[config.mk]
export PLATFORM = sky130hd
export DESIGN_NAME = bcis_sequencer
export DESIGN_NICKNAME = d
export VERILOG_FILES = /design/src/hw/bcis_pkg.sv /design/src/hw/bcis_opword_check.sv /design/src/hw/bcis_msg_retry.sv /design/src/hw/bcis_sequencer.sv
export SDC_FILE = /design/constraint.sdc
export NUM_CORES = 1
export LEC_CHECK = 0
export BUFFER_PORTS_ARGS = -buffer_cell sky130_fd_sc_hd__clkbuf_2
export CAP_MARGIN = 15
export CORE_AREA = 4 4 123 183
export DETAILED_ROUTE_END_ITERATION = 16
export DIE_AREA = 0 0 127 187
export PLACE_DENSITY = 0.76
export SLEW_MARGIN = 20
export SYNTH_ARGS = -nofsm -noshare
export SYNTH_HDL_FRONTEND = slang
export SYNTH_SLANG_ARGS = --single-unit
[constraint.sdc]
create_clock -name clk_sys_in -period 4.3 [get_ports clk_sys_in]
set_input_delay 0.215 -clock clk_sys_in [delete_from_list [all_inputs] [get_ports clk_sys_in]]
set_output_delay 0.215 -clock clk_sys_in [all_outputs]
set_load 0.05 [all_outputs]
[src/hw/bcis_pkg.sv]
// Constants, field layouts and carrier types for the instruction sequencer.
// Assumes a single 100 MHz clock domain shared by RAM, message engine and host port.
package bcis_pkg;

	// ****************************************
	// Register addresses
	// ****************************************
	localparam logic [7:0] BCIS_ADDR_MCFG = 8'h00;
	localparam logic [7:0] BCIS_ADDR_IRQ_EN = 8'h10;
	localparam logic [7:0] BCIS_ADDR_START = 8'h33;
	localparam logic [7:0] BCIS_ADDR_PTR = 8'h34;
	localparam logic [7:0] BCIS_ADDR_COND = 8'h37;

	localparam int BCIS_MCFG_ENA_BIT = 12;
	localparam int BCIS_MCFG_START_BIT = 13;
	localparam int BCIS_IRQ_TRAP_BIT = 4;

	// ****************************************
	// Op code word layout
	// ****************************************
	localparam int BCIS_PAR_BIT = 15;
	localparam int BCIS_OPC_HI = 14;
	localparam int BCIS_OPC_LO = 10;
	localparam int BCIS_VAL_HI = 9;
	localparam int BCIS_VAL_LO = 5;
	localparam int BCIS_INV_BIT = 4;
	localparam int BCIS_CSEL_HI = 3;
	localparam logic [4:0] BCIS_VALID_PATTERN = 5'h0a;

	// Op code encodings
	localparam logic [4:0] BCIS_OPC_HALT = 5'h00;
	localparam logic [4:0] BCIS_OPC_MSG = 5'h01;
	localparam logic [4:0] BCIS_OPC_NOP = 5'h02;
	localparam logic [4:0] BCIS_OPC_FLG = 5'h0a;
	localparam logic [4:0] BCIS_OPC_CMT = 5'h0b;
	localparam logic [4:0] BCIS_OPC_CFT = 5'h0c;
	localparam logic [31:0] BCIS_OPC_DEFINED = 32'h0000_1c07;

	localparam logic [15:0] BCIS_ENTRY_WORDS = 16'h0002;
	localparam logic [15:0] BCIS_PARAM_OFFSET = 16'h0001;

	// ****************************************
	// Message control word fields
	// ****************************************
	localparam int BCIS_CTL_RETRY_HI = 1;
	localparam int BCIS_CTL_RETRY_LO = 0;
	localparam int BCIS_CTL_SWITCH_BIT = 2;
	localparam int BCIS_CTL_BUS_BIT = 3;
	localparam logic [1:0] BCIS_MAX_RETRIES = 2'h2;

	// ****************************************
	// Carriers
	// ****************************************
	typedef struct packed {
		logic rd;
		logic [15:0] addr;
	} bcis_ram_req_t;

	typedef struct packed {
		logic go;
		logic bus_b;
		logic [15:0] block_addr;
	} bcis_msg_req_t;

	typedef struct packed {
		logic resp_timeout;
		logic manchester;
		logic sync_type;
		logic bit_count;
		logic word_parity;
		logic word_count;
		logic rt_addr;
	} bcis_msg_err_t;

	typedef struct packed {
		logic done;
		logic [7:0] outcome;
	} bcis_msg_result_t;

endpackage : bcis_pkg

[src/hw/bcis_opword_check.sv]
// Legality check of a fetched op code word.
// Assumes the word is stable while the sequencer sits in its execute state.
`timescale 1ns/1ps
module bcis_opword_check (
	input wire logic [15:0] word_in,   // Fetched op code word
	output logic parity_err_out,       // Even parity seen
	output logic valid_err_out,        // Validation field wrong
	output logic opcode_err_out,       // Op code not defined
	output logic illegal_out           // Any of the above
);
	import bcis_pkg::*;

	always_comb begin
		parity_err_out = ~(^word_in);
		valid_err_out = word_in[BCIS_VAL_HI:BCIS_VAL_LO] != BCIS_VALID_PATTERN;
		opcode_err_out = ~BCIS_OPC_DEFINED[word_in[BCIS_OPC_HI:BCIS_OPC_LO]];
		illegal_out = parity_err_out | valid_err_out | opcode_err_out;
	end

endmodule : bcis_opword_check

[src/hw/bcis_msg_retry.sv]
// Message launch with per-message retry and optional bus switch.
// Assumes the bus engine answers every go with exactly one done pulse.
`timescale 1ns/1ps
module bcis_msg_retry (
	input wire logic clk_sys_in,                     // System clock
	input wire logic rst_in,                         // Sync reset, high
	input wire logic start_in,                       // Launch pulse
	input wire logic [15:0] ctl_in,                  // Message control word
	input wire logic [15:0] block_addr_in,           // Control block address
	output bcis_pkg::bcis_msg_req_t msg_req_out,     // Request to bus engine
	input wire logic msg_done_in,                    // Engine finished attempt
	input wire bcis_pkg::bcis_msg_err_t msg_err_in,  // Engine error checks
	output bcis_pkg::bcis_msg_result_t result_out    // Final outcome pulse
);
	import bcis_pkg::*;

	logic busy;
	logic [1:0] retries_left;
	logic [1:0] retries_done;
	logic switch_bus;
	logic switched;
	logic any_err;
	logic format_err;

	// Every check of the engine counts as a failed attempt
	assign any_err = |msg_err_in;
	assign format_err = msg_err_in.manchester | msg_err_in.sync_type | msg_err_in.bit_count
		| msg_err_in.word_parity | msg_err_in.word_count | msg_err_in.rt_addr;

	always_ff @(posedge clk_sys_in) begin
		if (rst_in) begin
			busy <= 1'b0;
			retries_left <= 2'h0;
			retries_done <= 2'h0;
			switch_bus <= 1'b0;
			switched <= 1'b0;
			msg_req_out <= '0;
			result_out <= '0;
		end else begin
			msg_req_out.go <= 1'b0;
			result_out.done <= 1'b0;
			if (start_in && !busy) begin
				busy <= 1'b1;
				// Counts above two are clipped rather than refused
				retries_left <= (ctl_in[BCIS_CTL_RETRY_HI:BCIS_CTL_RETRY_LO] > BCIS_MAX_RETRIES)
					? BCIS_MAX_RETRIES : ctl_in[BCIS_CTL_RETRY_HI:BCIS_CTL_RETRY_LO];
				retries_done <= 2'h0;
				switch_bus <= ctl_in[BCIS_CTL_SWITCH_BIT];
				switched <= 1'b0;
				msg_req_out.go <= 1'b1;
				msg_req_out.bus_b <= ctl_in[BCIS_CTL_BUS_BIT];
				msg_req_out.block_addr <= block_addr_in;
			end else if (busy && msg_done_in) begin
				if (any_err && retries_left != 2'h0) begin
					retries_left <= retries_left - 2'h1;
					retries_done <= retries_done + 2'h1;
					msg_req_out.go <= 1'b1;
					if (switch_bus) begin
						msg_req_out.bus_b <= ~msg_req_out.bus_b;
						switched <= 1'b1;
					end
				end else begin
					busy <= 1'b0;
					result_out.done <= 1'b1;
					result_out.outcome <= {any_err, msg_err_in.resp_timeout, format_err,
						retries_done != 2'h0, retries_done == BCIS_MAX_RETRIES, switched,
						msg_req_out.bus_b, ~any_err};
				end
			end
		end
	end

endmodule : bcis_msg_retry

[src/hw/bcis_sequencer.sv]
// Bus controller instruction list sequencer with condition codes and host registers.
// Assumes RAM, message engine, timers and host register strobes share clk_sys_in.
// Behaviour
// - Pointer is loaded from the start address register before execution.
// - Sequencer advances the pointer itself and fetches op codes from it.
// - Each list entry is two words: op code, then parameter.
// - Op word: parity 15, op code 14-10, validation 9-5, condition 4-0.
// - Halt at once on an op word with even parity.
// - Halt at once on an undefined op code.
// - Halt at once when validation field is not 01010.
// - Illegal op word raises trap interrupt when its enable bit is set.
// - Condition bits 3-0 select a code; bit 4 gives the inverse of the required outcome.
// - Host reads all sixteen condition codes at address 0x0037.
// - Codes 1000-1111 follow the outcome of the last finished message.
// - Flag op code can toggle, set or clear each general flag.
// - Host write to 0x0037 toggles, sets or clears the general flags.
// - Timer compare op codes change only flags 0 and 1.
// - Timer compare sets flag 0 when parameter is below the timer.
// - Code 0 is less-than or flag 0; inverse is greater-or-equal.
// - Messages may retry once or twice, optionally on the other bus.
// - Every message is checked for all bus protocol errors.
`timescale 1ns/1ps
module bcis_sequencer (
	input wire logic clk_sys_in,                       // System clock
	input wire logic rst_in,                           // Sync reset, high
	input wire logic [7:0] reg_addr_in,                // Register address
	input wire logic reg_wr_in,                        // Register write strobe
	input wire logic [15:0] reg_wdata_in,              // Register write data
	input wire logic reg_rd_in,                        // Register read strobe
	output logic [15:0] reg_rdata_out,                 // Register read data
	output bcis_pkg::bcis_ram_req_t ram_req_out,       // RAM read request
	input wire logic ram_ack_in,                       // RAM data valid
	input wire logic [15:0] ram_rdata_in,              // RAM read data
	output bcis_pkg::bcis_msg_req_t msg_req_out,       // Message launch
	input wire logic msg_done_in,                      // Message attempt done
	input wire bcis_pkg::bcis_msg_err_t msg_err_in,    // Message error checks
	input wire logic [15:0] time_to_next_msg_in,       // Message timer value
	input wire logic [15:0] frame_time_remaining_in,   // Frame timer value
	output logic running_out,                          // Executing the list
	output logic illegal_opcode_trap_out               // Trap interrupt pulse
);
	import bcis_pkg::*;

	// ****************************************
	// Declarations
	// ****************************************
	typedef enum logic [3:0] {
		S_IDLE, S_OP_RD, S_OP_WT, S_PAR_RD, S_PAR_WT, S_EXEC, S_CTL_RD, S_CTL_WT, S_MSG
	} bcis_state_t;

	bcis_state_t state;
	logic controller_enable;
	logic [15:0] irq_enable;
	logic [15:0] start_addr;
	logic [15:0] list_ptr;
	logic [15:0] op_word;
	logic [15:0] param_word;
	logic [15:0] ram_addr;
	logic [7:0] general_flags;
	logic [7:0] outcome_codes;
	logic [15:0] cond_codes;
	logic illegal;
	logic cond_met;
	logic start_evt;
	logic enable_now;
	logic host_flag_wr;
	logic exec_go;
	logic [4:0] opcode;
	logic [15:0] timer_sel;
	logic msg_start;
	bcis_msg_result_t msg_result;
	logic [7:0] next_flags;

	// ****************************************
	// Submodules
	// ****************************************
	bcis_opword_check u_check (
		.word_in(op_word),
		.parity_err_out(),
		.valid_err_out(),
		.opcode_err_out(),
		.illegal_out(illegal)
	);

	bcis_msg_retry u_retry (
		.clk_sys_in(clk_sys_in),
		.rst_in(rst_in),
		.start_in(msg_start),
		.ctl_in(ram_rdata_in),
		.block_addr_in(param_word),
		.msg_req_out(msg_req_out),
		.msg_done_in(msg_done_in),
		.msg_err_in(msg_err_in),
		.result_out(msg_result)
	);

	// ****************************************
	// Decode helpers
	// ****************************************
	assign opcode = op_word[BCIS_OPC_HI:BCIS_OPC_LO];
	assign cond_codes = {outcome_codes, general_flags};
	// Selected code must equal the inverse of bit 4 to run
	assign cond_met = cond_codes[op_word[BCIS_CSEL_HI:0]] ^ op_word[BCIS_INV_BIT];
	assign exec_go = (state == S_EXEC) && !illegal && cond_met;
	assign start_evt = reg_wr_in && reg_addr_in == BCIS_ADDR_MCFG
		&& reg_wdata_in[BCIS_MCFG_START_BIT] && reg_wdata_in[BCIS_MCFG_ENA_BIT];
	// Written enable acts in the same cycle, so start and halt need no extra edge
	assign enable_now = (reg_wr_in && reg_addr_in == BCIS_ADDR_MCFG)
		? reg_wdata_in[BCIS_MCFG_ENA_BIT] : controller_enable;
	assign host_flag_wr = reg_wr_in && reg_addr_in == BCIS_ADDR_COND;
	assign timer_sel = (opcode == BCIS_OPC_CMT) ? time_to_next_msg_in : frame_time_remaining_in;
	assign msg_start = (state == S_CTL_WT) && ram_ack_in;
	assign ram_req_out.rd = (state == S_OP_RD) || (state == S_PAR_RD) || (state == S_CTL_RD);
	assign ram_req_out.addr = ram_addr;
	assign running_out = state != S_IDLE;

	// Low byte sets, high byte clears, both together toggle
	function automatic logic [7:0] apply_mask(input logic [7:0] cur, input logic [15:0] m);
		logic [7:0] set_m;
		logic [7:0] clr_m;
		set_m = m[7:0];
		clr_m = m[15:8];
		apply_mask = ((cur | set_m) & ~clr_m) | ((set_m & clr_m) & ~cur);
	endfunction : apply_mask

	// ****************************************
	// Host registers
	// ****************************************
	always_ff @(posedge clk_sys_in) begin
		if (rst_in) begin
			controller_enable <= 1'b0;
			irq_enable <= 16'h0000;
			start_addr <= 16'h0000;
		end else if (reg_wr_in) begin
			unique case (reg_addr_in)
				BCIS_ADDR_MCFG: controller_enable <= reg_wdata_in[BCIS_MCFG_ENA_BIT];
				BCIS_ADDR_IRQ_EN: irq_enable <= reg_wdata_in;
				BCIS_ADDR_START: start_addr <= reg_wdata_in;
				default: ;
			endcase
		end
	end

	always_ff @(posedge clk_sys_in) begin
		if (rst_in) begin
			reg_rdata_out <= 16'h0000;
		end else if (reg_rd_in) begin
			unique case (reg_addr_in)
				BCIS_ADDR_MCFG: begin
					reg_rdata_out <= 16'h0000;
					reg_rdata_out[BCIS_MCFG_ENA_BIT] <= controller_enable;
					reg_rdata_out[BCIS_MCFG_START_BIT] <= running_out;
				end
				BCIS_ADDR_IRQ_EN: reg_rdata_out <= irq_enable;
				BCIS_ADDR_START: reg_rdata_out <= start_addr;
				BCIS_ADDR_PTR: reg_rdata_out <= list_ptr;
				BCIS_ADDR_COND: reg_rdata_out <= cond_codes;
				default: reg_rdata_out <= 16'h0000;
			endcase
		end
	end

	// ****************************************
	// Sequencer
	// ****************************************
	always_ff @(posedge clk_sys_in) begin
		if (rst_in) begin
			state <= S_IDLE;
			list_ptr <= 16'h0000;
			ram_addr <= 16'h0000;
			op_word <= 16'h0000;
			param_word <= 16'h0000;
		end else if (!enable_now) begin
			// Dropping enable abandons the list at once
			state <= S_IDLE;
		end else begin
			unique case (state)
				S_IDLE: begin
					if (start_evt) begin
						list_ptr <= start_addr;
						ram_addr <= start_addr;
						state <= S_OP_RD;
					end
				end
				S_OP_RD: state <= S_OP_WT;
				S_OP_WT: begin
					if (ram_ack_in) begin
						op_word <= ram_rdata_in;
						ram_addr <= list_ptr + BCIS_PARAM_OFFSET;
						state <= S_PAR_RD;
					end
				end
				S_PAR_RD: state <= S_PAR_WT;
				S_PAR_WT: begin
					if (ram_ack_in) begin
						param_word <= ram_rdata_in;
						state <= S_EXEC;
					end
				end
				S_EXEC: begin
					if (illegal) begin
						state <= S_IDLE;
					end else if (!cond_met || opcode != BCIS_OPC_MSG) begin
						if (cond_met && opcode == BCIS_OPC_HALT) begin
							state <= S_IDLE;
						end else begin
							list_ptr <= list_ptr + BCIS_ENTRY_WORDS;
							ram_addr <= list_ptr + BCIS_ENTRY_WORDS;
							state <= S_OP_RD;
						end
					end else begin
						// Control word sits first in the message block
						ram_addr <= param_word;
						state <= S_CTL_RD;
					end
				end
				S_CTL_RD: state <= S_CTL_WT;
				S_CTL_WT: begin
					if (ram_ack_in) begin
						state <= S_MSG;
					end
				end
				S_MSG: begin
					if (msg_result.done) begin
						list_ptr <= list_ptr + BCIS_ENTRY_WORDS;
						ram_addr <= list_ptr + BCIS_ENTRY_WORDS;
						state <= S_OP_RD;
					end
				end
			endcase
		end
	end

	// ****************************************
	// Trap
	// ****************************************
	always_ff @(posedge clk_sys_in) begin
		if (rst_in) begin
			illegal_opcode_trap_out <= 1'b0;
		end else begin
			illegal_opcode_trap_out <= enable_now && state == S_EXEC && illegal
				&& irq_enable[BCIS_IRQ_TRAP_BIT];
		end
	end

	// ****************************************
	// Condition codes
	// ****************************************
	always_ff @(posedge clk_sys_in) begin
		if (rst_in) begin
			outcome_codes <= 8'h00;
		end else if (msg_result.done) begin
			outcome_codes <= msg_result.outcome;
		end
	end

	// Host write lands after the op code, so host wins a same-cycle clash
	always_comb begin
		next_flags = general_flags;
		if (exec_go) begin
			unique case (opcode)
				BCIS_OPC_FLG: next_flags = apply_mask(general_flags, param_word);
				BCIS_OPC_CMT, BCIS_OPC_CFT: begin
					next_flags[0] = param_word < timer_sel;
					next_flags[1] = param_word == timer_sel;
				end
				default: ;
			endcase
		end
		if (host_flag_wr) begin
			next_flags = apply_mask(next_flags, reg_wdata_in);
		end
	end

	always_ff @(posedge clk_sys_in) begin
		if (rst_in) begin
			general_flags <= 8'h00;
		end else begin
			general_flags <= next_flags;
		end
	end

endmodule : bcis_sequencer

==> run summary <==
Num ports: 138
Detail Placement HPWL: 22.6 mm
Die W: 127 um
Total gr overflow: 0
Hold slack final: 38.0 ps
Share of cells above drive strength 1: 0.184
R2r setup slk: 990 ps
Critical Path Sink Type: flip-flop
Slew margin rel.: 0.291
Multi-input logic area: 5510 um2
Syn Area/Cell: 8.13 um2
Initial core utilization: 0.442
I/O Buffers: 137
RR Startpoint: op_word[1]
Status: completed
Die height: 187 um
Post-Layout Cell Count: 1502
Util after Layout: 0.509
Tot GR Track Use: 0.248
Hold path endpoint: param_word[15]
Grt met3 use: 0.0554
Main synth FF type: dfxtp_1
DR vias: 8963
Clk buf depth: 2
RR Endpoint: list_ptr[6]
Post-synth net total: 1253
CP startpoint kind: flip-flop
Worst Tran Pin Value: 1060 ps
Crit Path Max Fanout: 19
Most frequent cells in the layout: dfxtp_1, nand2_1, clkbuf_2
Final worst setup slack: 990 ps
Final setup viols: 0
Max-Cap Viols: 0
Drt wl/cell: 20.0 um
Slowest stage delay, CP: 630 ps
Post-CTS Repair Setup Buffers: 0
Antenna cells: 0
CP Buf/Inv Count: 1
Clk_skew: 7.86 ps
Gpl congestion: 1.01
Crit-path slowest cell: dfxtp_1
CP top delay family: multiplexers
Resize count post-CTS: 0
Register area share after synthesis: 0.365
FF+latch area: 3380 um2
Crit path required time: 4590 ps
Initial antenna violation count: 0
# DRC: 0
Number of fill cells: 2017
Mapped cell area: 9270 um2
Global-route wire length before repair: 46.9 mm
Post-CTS Hold Buffers: 0
Post-synth cell types: 76
Crit share post-route: 0.770
Drt via density: 5.97
Cells along the critical path: mux2i_1 > mux4_2 > mux2_2 > a211oi_2 > or3_1 > buf_4 > mux2i_1 > nor2_1
CTS H-tree depth: 4
Vias in the first global route: 8533
Initial DRC count: 881
Full die area: 23700 um2
Yosys reg bits: 169
Post-synth ARST share: 0
ANT nets after route: 0
Post-Synthesis Cells: 1140
Clock transition at path regs: 70 ps
Met2 Usage GRT: 0.410
Kind of critical path: reg -> reg
Most common cell after layout, fill and taps aside: dfxtp_1
Worst min path class: in -> reg
Largest net degree at the start of global routing: 78
Routed wire length: 30.0 mm
TritonCTS clock tree: built
Drt pass-1 iters: 7
Num rows: 65
Yosys warnings: 0
Total clock sinks: 169
FF-to-FF path depth: 8
Worst skew pair latency: 430 ps
Arr. time, crit path: 3600 ps
Met1 usage: 0.303
Root Driver: clkbuf_16
Critical Path Most Common Cell: mux2i_1
Cts bufs inserted: 17
Grt peak-use layer: met2
Hold Path Cell Cnt: 3
Core area: 21000 um2
Setup TNS: 0 ps
# nets final: 1334
Tmin final: 3310 ps
Inst Count DP: 1470
Area growth syn-to-layout: 15.1%
Peak Freq: 302 MHz
RSZ-0062 raised after global routing: no
Final hold vios: 0
DP Worst Slack: 930 ps
Peak VDD IR: 0.279 mV
Leakage: 4.10 nW
EDFF count, synth: 0
Hold_sp: ram_rdata_in[15]
PD cells: 299 nW/um2
Final Max Tran Viols: 0
-- flip-flops by register name, indices dropped and copies added, names as in the netlist, named ones only --
register                 flops
state                        4
irq_enable                  16
u_retry.result_out           9
list_ptr                    16
outcome_codes                8
u_retry.busy                 1
start_addr                  16
op_word                     16
illegal_opcode_trap_out      1
u_retry.retries_done         2
u_retry.msg_req_out         18
reg_rdata_out               16
u_retry.switched             1
general_flags                8
u_retry.retries_left         2
param_word                  16
ram_addr                    16
u_retry.switch_bus           1
controller_enable            1
-- cells in the mapped netlist, types with 11 or more instances --
master / number / area [um2]
nand3_1: 31 / 155
clkbuf_1: 73 / 274
nor2_1: 114 / 428
o21ai_0: 39 / 195
nor3_1: 34 / 170
a222oi_1: 14 / 140
dfxtp_1: 169 / 3380
ha_1: 28 / 350
mux2i_1: 75 / 751
mux2_2: 12 / 135
a21oi_1: 134 / 671
xor2_1: 11 / 96.3
inv_1: 17 / 63.8
a311oi_1: 13 / 114
xnor2_1: 19 / 166
nand2_1: 145 / 544
-- final cells by class --
type / count / share of cell area
clock buffers: 21 / 0.0431
clock inverters: 11 / 0.0105
inverters: 17 / 0.00598
multi-input cells: 863 / 0.516
flip-flops and latches: 169 / 0.317
well taps: 268 / 0.0314
repair buffers: 153 / 0.0757
-- kinds of logic after synthesis --
| kind of cell | share of synthesized area |
|---|---|
| compound gates | 0.213 |
| fa+ha+maj | 0.0378 |
| xor+xnor | 0.0333 |
| flops | 0.365 |
| mux | 0.102 |
| buf+inv | 0.0453 |
| simple gates | 0.204 |
-- worst register-to-register path: cells and delay by family (launching register included) --
family | cells | cell delay, ps
flops | 1 | 630
compound gates | 1 | 440
simple gates | 2 | 620
mux | 4 | 1210
buf+inv | 1 | 270
-- where the power goes --
group | internal, mW | total [mW] | switching (mW)
combinational | 0.0431 | 0.121 | 0.0780
clock | 0.839 | 1.51 | 0.668
sequential | 1.57 | 1.57 | 0.00133
-- worst max-delay path by stage --
stage / from / to / depth (start not counted)
after floorplan: op_word[12] / general_flags[0] / 14
after global placement: reg_addr_in[3] / list_ptr[1] / 8
after detailed placement: reg_addr_in[3] / list_ptr[10] / 8
after CTS: op_word[12] / general_flags[1] / 12
after global routing: op_word[13] / general_flags[1] / 11
final: op_word[1] / list_ptr[6] / 8
-- through the flow --
| stage | instance area, um2 | power (mW) |
|---|---|---|
| 6_report | 10700 | 3.20 |
| 5_1_grt | 10700 | 3.29 |
| 4_1_cts | 10700 | 3.22 |
| 3_5_place_dp | 10100 | 1.72 |
| 3_3_place_gp | 10100 | 1.72 |
| 2_1_floorplan | 9270 | 1.65 |
-- metal layers --
metal / wire length (um) / up-vias
met5: 0 / -
met4: 1440 / 0
met3: 2270 / 70
met2: 14500 / 393
met1: 11900 / 4212
li1: - / 4288
(Power assumes the default switching activity.)
